--- config.mk ---
export PLATFORM = sky130hd
export DESIGN_NAME = cbt_regs
export DESIGN_NICKNAME = d
export VERILOG_FILES = /design/src/cbt_sampler.v /design/src/cbt_regs.v
export VERILOG_INCLUDE_DIRS = /design/src
export SDC_FILE = /design/constraint.sdc
export NUM_CORES = 1
export LEC_CHECK = 0
export ABC_AREA = 1
export BUFFER_PORTS_ARGS = -buffer_cell sky130_fd_sc_hd__clkbuf_2
export CORE_UTILIZATION = 32
export CTS_CLUSTER_SIZE = 28
export DETAILED_ROUTE_END_ITERATION = 10
export HOLD_SLACK_MARGIN = 0.08
export PLACE_DENSITY_LB_ADDON = 0.25
export SLEW_MARGIN = 10
export SYNTH_ARGS = -nofsm -noshare
export SYNTH_HDL_FRONTEND = slang
export SYNTH_HIERARCHICAL = 1
export SYNTH_SLANG_ARGS = --single-unit
--- constraint.sdc ---
create_clock -name clk -period 3 [get_ports clk]
set_input_delay 0.3 -clock clk [delete_from_list [all_inputs] [get_ports clk]]
set_output_delay 0.3 -clock clk [all_outputs]
set_load 0.005 [all_outputs]
--- src/cbt_consts.vh ---
// register map, field positions, reset values and timing constants
`ifndef CBT_CONSTS_VH
`define CBT_CONSTS_VH
`define CBT_ADDR_W        3
`define CBT_OFF_FLAGS     3'h0
`define CBT_OFF_ENABLES   3'h1
`define CBT_OFF_ERRCNT    3'h2
`define CBT_OFF_CFG_A     3'h3
`define CBT_OFF_CFG_B     3'h4
`define CBT_OFF_EVENTS    3'h5
`define CBT_FLAG_TXB      0
`define CBT_FLAG_RXB      1
`define CBT_FLAG_RXOVF    2
`define CBT_FLAG_FIFO     3
`define CBT_FLAG_ERR      5
`define CBT_FLAG_WAKE     6
`define CBT_FLAG_INVMSG   7
`define CBT_EVT_MASK      8'hEF
`define CBT_ENA_RST       8'h00
`define CBT_CFG_A_RST     8'h00
`define CBT_CFG_B_RST     12'h000
`define CBT_CFG_B_MASK    16'h47FF
`define CBT_IPT_TQ        4'h2
`define CBT_WAKE_FILT_N   4'h3
`endif

--- src/cbt_sampler.v ---
// majority-of-three bus line sampler with single-sample bypass
`timescale 1ns/100ps
`default_nettype none
module cbt_sampler (
  input  wire       clk,
  input  wire       rst_b,
  input  wire       shift,
  input  wire       line,
  input  wire       triple,
  output reg        sample
);
  reg [2:0] hist_reg;
  always @(posedge clk or negedge rst_b) begin
    if (!rst_b) begin
      hist_reg <= 3'h7;
      sample   <= 1'b1;
    end else if (shift) begin
      hist_reg <= {hist_reg[1:0], line};
      if (triple) begin
        sample <= (hist_reg[1] & hist_reg[0]) | (hist_reg[1] & line) | (hist_reg[0] & line);
      end else begin
        sample <= line;
      end
    end
  end
endmodule
`default_nettype wire

--- src/cbt_regs.v ---
// bit timing, interrupt flags, enables and error counter registers
//
// Chosen here: strobed register access and the placing of the registers.
`timescale 1ns/100ps
`default_nettype none
`include "cbt_consts.vh"
module cbt_regs (
  input  wire        clk,
  input  wire        rst_b,
  input  wire [2:0]  addr,
  input  wire [15:0] wdata,
  input  wire        wr,
  input  wire        rd,
  output reg  [15:0] rdata,
  input  wire [7:0]  tx_error_counter,
  input  wire [7:0]  rx_error_counter,
  input  wire [5:0]  err_state,
  input  wire        tx_buffer_evt,
  input  wire        rx_buffer_evt,
  input  wire        rx_overflow_evt,
  input  wire        fifo_almost_full_evt,
  input  wire        invalid_msg_evt,
  input  wire        can_rx,
  input  wire        resync_edge_early,
  input  wire        resync_edge_late,
  output wire        irq,
  output reg         sample_point,
  output reg         bit_start,
  output wire        bus_sample,
  output reg  [1:0]  seg_state
);
  localparam S_SYNC = 2'h0;
  localparam S_PROP = 2'h1;
  localparam S_PH1  = 2'h2;
  localparam S_PH2  = 2'h3;

  // pin input, error state and error counters pass two flops
  reg [1:0]  rx_sync_reg;
  reg [5:0]  err_s1_reg;
  reg [5:0]  err_s2_reg;
  reg [15:0] cnt_s1_reg;
  reg [15:0] cnt_s2_reg;
  always @(posedge clk or negedge rst_b) begin
    if (!rst_b) begin
      rx_sync_reg <= 2'h3;
      err_s1_reg  <= 6'h00;
      err_s2_reg  <= 6'h00;
      cnt_s1_reg  <= 16'h0000;
      cnt_s2_reg  <= 16'h0000;
    end else begin
      rx_sync_reg <= {rx_sync_reg[0], can_rx};
      err_s1_reg  <= err_state;
      err_s2_reg  <= err_s1_reg;
      cnt_s1_reg  <= {tx_error_counter, rx_error_counter};
      cnt_s2_reg  <= cnt_s1_reg;
    end
  end
  wire rx_line = rx_sync_reg[1];

  // configuration registers
  reg [7:0]  enables_reg;
  reg [7:0]  cfg_a_reg;
  reg [11:0] cfg_b_reg;
  wire [1:0] resync_jump_width      = cfg_a_reg[7:6];
  wire [5:0] quantum_prescaler      = cfg_a_reg[5:0];
  wire       wakeup_line_filter_sel = cfg_b_reg[11];
  wire [2:0] phase_two_length       = cfg_b_reg[10:8];
  wire       phase_two_select       = cfg_b_reg[7];
  wire       triple_sample_sel      = cfg_b_reg[6];
  wire [2:0] phase_one_length       = cfg_b_reg[5:3];
  wire [2:0] propagation_length     = cfg_b_reg[2:0];

  always @(posedge clk or negedge rst_b) begin
    if (!rst_b) begin
      enables_reg <= `CBT_ENA_RST;
      cfg_a_reg   <= `CBT_CFG_A_RST;
      cfg_b_reg   <= `CBT_CFG_B_RST;
    end else if (wr) begin
      case (addr)
        `CBT_OFF_ENABLES: enables_reg <= wdata[7:0] & `CBT_EVT_MASK;
        `CBT_OFF_CFG_A:   cfg_a_reg <= wdata[7:0];
        `CBT_OFF_CFG_B:   cfg_b_reg <= {wdata[14], wdata[10:0]};
        default: begin
        end
      endcase
    end
  end

  // time quantum: prescaler counts 2*(p+1) clocks
  reg [6:0] tq_cnt_reg;
  wire [6:0] tq_last = {quantum_prescaler, 1'b1};
  wire       tq_tick = (tq_cnt_reg == tq_last);
  always @(posedge clk or negedge rst_b) begin
    if (!rst_b) begin
      tq_cnt_reg <= 7'h00;
    end else if (tq_tick) begin
      tq_cnt_reg <= 7'h00;
    end else begin
      tq_cnt_reg <= tq_cnt_reg + 7'h01;
    end
  end

  // segment lengths in quanta
  wire [3:0] prop_len = {1'b0, propagation_length} + 4'h1;
  wire [3:0] ph1_len  = {1'b0, phase_one_length} + 4'h1;
  wire [3:0] ph2_prog = {1'b0, phase_two_length} + 4'h1;
  wire [3:0] ph2_auto = (ph1_len > `CBT_IPT_TQ) ? ph1_len : `CBT_IPT_TQ;
  wire [3:0] ph2_len  = phase_two_select ? ph2_prog : ph2_auto;
  wire [2:0] sjw_len  = {1'b0, resync_jump_width} + 3'h1;

  // resynchronisation: stretch phase one or shorten phase two by at most sjw
  reg        early_s1_reg;
  reg        early_s2_reg;
  reg        late_s1_reg;
  reg        late_s2_reg;
  always @(posedge clk or negedge rst_b) begin
    if (!rst_b) begin
      early_s1_reg <= 1'b0;
      early_s2_reg <= 1'b0;
      late_s1_reg  <= 1'b0;
      late_s2_reg  <= 1'b0;
    end else begin
      early_s1_reg <= resync_edge_early;
      early_s2_reg <= early_s1_reg;
      late_s1_reg  <= resync_edge_late;
      late_s2_reg  <= late_s1_reg;
    end
  end

  reg [3:0] seg_cnt_reg;
  reg [3:0] ph1_ext_reg;
  reg [3:0] ph2_cut_reg;
  reg [3:0] seg_end;
  always @* begin
    case (seg_state)
      S_SYNC:  seg_end = 4'h1;
      S_PROP:  seg_end = prop_len;
      S_PH1:   seg_end = ph1_len + ph1_ext_reg;
      S_PH2:   seg_end = (ph2_len > ph2_cut_reg) ? ph2_len - ph2_cut_reg : 4'h1;
      default: seg_end = 4'h1;
    endcase
  end
  wire seg_done = tq_tick && (seg_cnt_reg + 4'h1 >= seg_end);

  always @(posedge clk or negedge rst_b) begin
    if (!rst_b) begin
      seg_state    <= S_SYNC;
      seg_cnt_reg  <= 4'h0;
      ph1_ext_reg  <= 4'h0;
      ph2_cut_reg  <= 4'h0;
      sample_point <= 1'b0;
      bit_start    <= 1'b0;
    end else begin
      sample_point <= 1'b0;
      bit_start    <= 1'b0;
      if (late_s2_reg && seg_state == S_PH1) begin
        ph1_ext_reg <= {1'b0, sjw_len};
      end
      if (early_s2_reg && seg_state == S_PH2) begin
        ph2_cut_reg <= {1'b0, sjw_len};
      end
      if (tq_tick) begin
        if (seg_done) begin
          seg_cnt_reg <= 4'h0;
          case (seg_state)
            S_SYNC: seg_state <= S_PROP;
            S_PROP: seg_state <= S_PH1;
            S_PH1: begin
              seg_state    <= S_PH2;
              sample_point <= 1'b1;
              ph1_ext_reg  <= 4'h0;
            end
            S_PH2: begin
              seg_state   <= S_SYNC;
              bit_start   <= 1'b1;
              ph2_cut_reg <= 4'h0;
            end
            default: seg_state <= S_SYNC;
          endcase
        end else begin
          seg_cnt_reg <= seg_cnt_reg + 4'h1;
        end
      end
    end
  end

  // sampled line: three samples on the last three phase-one quanta, of earlier bits if phase one is shorter, end at sample point
  wire shift_en = tq_tick && (seg_state == S_PH1);
  cbt_sampler u_sampler (
    .clk    (clk),
    .rst_b  (rst_b),
    .shift  (shift_en),
    .line   (rx_line),
    .triple (triple_sample_sel),
    .sample (bus_sample)
  );

  // wake-up: dominant level held for several quanta when filtered
  reg [3:0] wake_cnt_reg;
  reg       rx_prev_reg;
  wire      wake_filt = (wake_cnt_reg == `CBT_WAKE_FILT_N);
  wire      wake_raw  = rx_prev_reg & ~rx_line;
  always @(posedge clk or negedge rst_b) begin
    if (!rst_b) begin
      wake_cnt_reg <= 4'h0;
      rx_prev_reg  <= 1'b1;
    end else begin
      rx_prev_reg <= rx_line;
      if (rx_line) begin
        wake_cnt_reg <= 4'h0;
      end else if (tq_tick && wake_cnt_reg != 4'hF) begin
        wake_cnt_reg <= wake_cnt_reg + 4'h1;
      end
    end
  end
  reg wake_filt_d_reg;
  always @(posedge clk or negedge rst_b) begin
    if (!rst_b) begin
      wake_filt_d_reg <= 1'b0;
    end else begin
      wake_filt_d_reg <= wake_filt;
    end
  end
  wire wake_evt = wakeup_line_filter_sel ? (wake_filt & ~wake_filt_d_reg) : wake_raw;

  // error summary rises on any new error-state source
  reg [5:0] err_prev_reg;
  always @(posedge clk or negedge rst_b) begin
    if (!rst_b) begin
      err_prev_reg <= 6'h00;
    end else begin
      err_prev_reg <= err_s2_reg;
    end
  end
  wire err_evt = |(err_s2_reg & ~err_prev_reg);

  // sticky flags, set beats write-one-to-clear
  wire [7:0] evt_vec = {invalid_msg_evt, wake_evt, err_evt, 1'b0, fifo_almost_full_evt,
                        rx_overflow_evt, rx_buffer_evt, tx_buffer_evt};
  reg  [7:0] flags_reg;
  wire [7:0] flags_clr = (wr && addr == `CBT_OFF_FLAGS) ? wdata[7:0] : 8'h00;
  always @(posedge clk or negedge rst_b) begin
    if (!rst_b) begin
      flags_reg <= 8'h00;
    end else begin
      flags_reg <= ((flags_reg & ~flags_clr) | evt_vec) & `CBT_EVT_MASK;
    end
  end

  assign irq = |(flags_reg & enables_reg);

  // read port, data one cycle after strobe
  always @(posedge clk or negedge rst_b) begin
    if (!rst_b) begin
      rdata <= 16'h0000;
    end else if (rd) begin
      case (addr)
        `CBT_OFF_FLAGS:   rdata <= {2'h0, err_s2_reg, flags_reg};
        `CBT_OFF_ENABLES: rdata <= {8'h00, enables_reg};
        `CBT_OFF_ERRCNT:  rdata <= cnt_s2_reg;
        `CBT_OFF_CFG_A:   rdata <= {8'h00, cfg_a_reg};
        `CBT_OFF_CFG_B:   rdata <= {1'b0, cfg_b_reg[11], 3'h0, cfg_b_reg[10:0]};
        default:          rdata <= 16'h0000;
      endcase
    end else begin
      rdata <= 16'h0000;
    end
  end
endmodule
`default_nettype wire

==> out/metrics.cfg <==
[grt]
overflow=0
grt_max_degree=118
antenna_found_initial=0
grt_pass1_wl_mm=22.2
grt_pass1_vias=4648
track_usage=0.156

[die]
num_rows=49
dieArea_sq_um=18900
io_pins=75
die_x_um=137
start_util=0.327
core-area_sq_um=18000
die_h_um=137

[power]
switching_share=0.326
p_comb_frac=0.289
power_frac_seq=0.378
vdd_drop_max_mv=0.380
internal_power_w=0.00415
power_density_nw_per_um2=801
power.switching_w=0.00201
power_leakage_nw=3.84
clkPwrFrac=0.333

[place]
routabilityCongestion=0.827
io_buffers=70
dp_hpwl_mm=9.42
place_area_sq_um=6660
dp_cells=933

[status]
violations=negative setup slack
status=finished with violations

[synthesis]
syn_area_per_cell_sq_um=9.43
synthesis.area_sq_um=5870
yosysSeqAreaShare=0.590
syn_nets=700
async_reset_ff_frac=1.00
synth_cell_types=37
synth_edf_count=0
synth_flop_cell=dfrtp_1
synth_seq_cells=138
synthCells=622
yosys_warnings=6

[sta]
hold_violations=0
grt_setup_unrepaired=true
period_share=1.10
tightest_slew_ps=1050
drv_slew=0
clock_skew_ps=7.34
fmax_mhz=302
setup_ws_ps=-308
setup_viol_count_final=16
maxSlewHeadroom=0.299
period_needed_ps=3310

[cts]
cts_tree=built
numCtsBuffers=17
clock_path_buffers=2
htreeDepth=4
clock_latency_ps=420
clock-sinks=138
cts.clk_slew.worst_paths_ps=60
root_buffer=clkbuf_16

[final_layout]
layout.nets=835
mostFrequentLayoutCells=nand2_1 (161), dfrtp_1 (132), inv_1 (74)
layout_commonest_cell=nand2_1
area_growth_pct=30.9
design_area_sq_um=7680
fin_cells=998
final_util=0.428
diodes=0
drive_above_1_share=0.221

[routing]
wl_per_cell_um=13.3
viasPerCell=4.60
vias=4590
ant_nets=0
drt_wl_total_mm=13.3
drc=0
drt_first_pass_iters=4
drt_iter0_drc=237

[hold_path]
hp-class=primary input to asynchronous set/reset pin

[critical_path]
crit_fanout=5
start_kind=register
criticalPathCategory=register to register
endpoint_kind=register
critical_path_arrival_ps=3610
reg2reg_depth=20
required_ps=3300

[flow_run]
drv_cap=0

[synth_stat cells, types with 4 or more instances]
master | n | area (sq um)
nand3b_1 | 4 | 30.0
buf_2 | 5 | 25.0
xor2_1 | 5 | 43.8
nand2_1 | 168 | 631
a21oi_1 | 14 | 70.1
ha_1 | 23 | 288
dfrtp_1 | 132 | 3300
nor3_1 | 4 | 20.0
clkbuf_1 | 4 | 15.0
and2_1 | 4 | 25.0
nand3_1 | 40 | 200
nor2_1 | 45 | 169
o2bb2ai_1 | 5 | 43.8
o21ai_0 | 48 | 240
nand4_1 | 9 | 56.3
dfstp_2 | 6 | 158
inv_1 | 76 | 285
[metal layers]
metal | routed length (um) | GRT usage | vias up
met1 | 5980 | 0.194 | 2190
met5 | 0 | 0 | -
met3 | 516 | 0.0361 | 26
met4 | 320 | 0.0763 | 0
li1 | - | - | 2264
met2 | 6500 | 0.255 | 110
[metrics by stage]
stage          hold slack, ps  setup TNS, ps  setup slack [ps]  total power (W)
2_1_floorplan            4.41           -254             -54.8          0.00332
3_3_place_gp              332          -2390              -196          0.00380
3_5_place_dp              335          -3960              -296          0.00387
4_1_cts                  94.7          -3960              -285          0.00611
5_1_grt                   101          -8760              -590          0.00656
6_report                 33.6          -4410              -308          0.00616
[power groups by stage]
stage	clock network [W]	logic, W	registers (W)
6_report	0.00205	0.00178	0.00233
5_1_grt	0.00219	0.00201	0.00236
3_5_place_dp	0	0.00151	0.00235
3_3_place_gp	0	0.00146	0.00235
4_1_cts	0.00211	0.00168	0.00232
2_1_floorplan	0	0.00103	0.00229
[what timing repair did]
action / 4_1_cts / 5_1_grt
resized for setup: 15 / 15
setup endpoints to repair: 16 / 16
hold buffers: 30 / 0
buffers inserted: 1 / 3
pin swaps: 0 / 5
cloned: 0 / 0
endpoints found under the hold margin: 30 / 0
[cells by family after synthesis]
| logic type | synth area share |
|---|---|
| buffers and inverters | 0.0586 |
| muxes | 0.00576 |
| adders and majority gates | 0.0559 |
| xor gates and xnor gates | 0.0119 |
| DFF | 0.590 |
| and+or+nand+nor | 0.205 |
| AOI/OAI and AO/OA | 0.0734 |
[worst max-delay path, cell delays in order, from the launching register on]
cell,delay [ps]
dfrtp_1,400
ha_2,200
xor2_2,170
nor2_1,70
o21ai_1,80
o211ai_1,110
ha_2,210
fa_2,330
nand3b_1,160
nand2_1,100
nand2_2,80
nor3_2,120
o21ai_1,80
ha_1,310
inv_1,50
o21bai_1,160
nand2_2,90
nand3_4,140
nand2_4,80
nor2_4,170
nor2_1,60
[layout make-up]
type / count / area [sq um]
flip-flops and latches: 138 / 3460
repair buffers: 126 / 863
multi-input cells: 395 / 2190
fillers: 1725 / 10300
inverters: 79 / 297
clock buffers: 18 / 439
clock inverters: 13 / 144
well taps: 229 / 287
[path summary, 6_finish.rpt]
kind | start | endpoint | slack, ps
max | cfg_b_reg[4] | ph2_cut_reg[1] | -310
min | rst_b | rdata[2] | 30
max reg2reg | cfg_b_reg[4] | ph2_cut_reg[1] | -310
min reg2reg | cnt_s1_reg[10] | cnt_s2_reg[10] | 350
max in group asynchronous | rst_b | cnt_s1_reg[12] | 2150
min in group clk | wdata[9] | cfg_b_reg[9] | 120
Power figures use the tool's default switching activity.
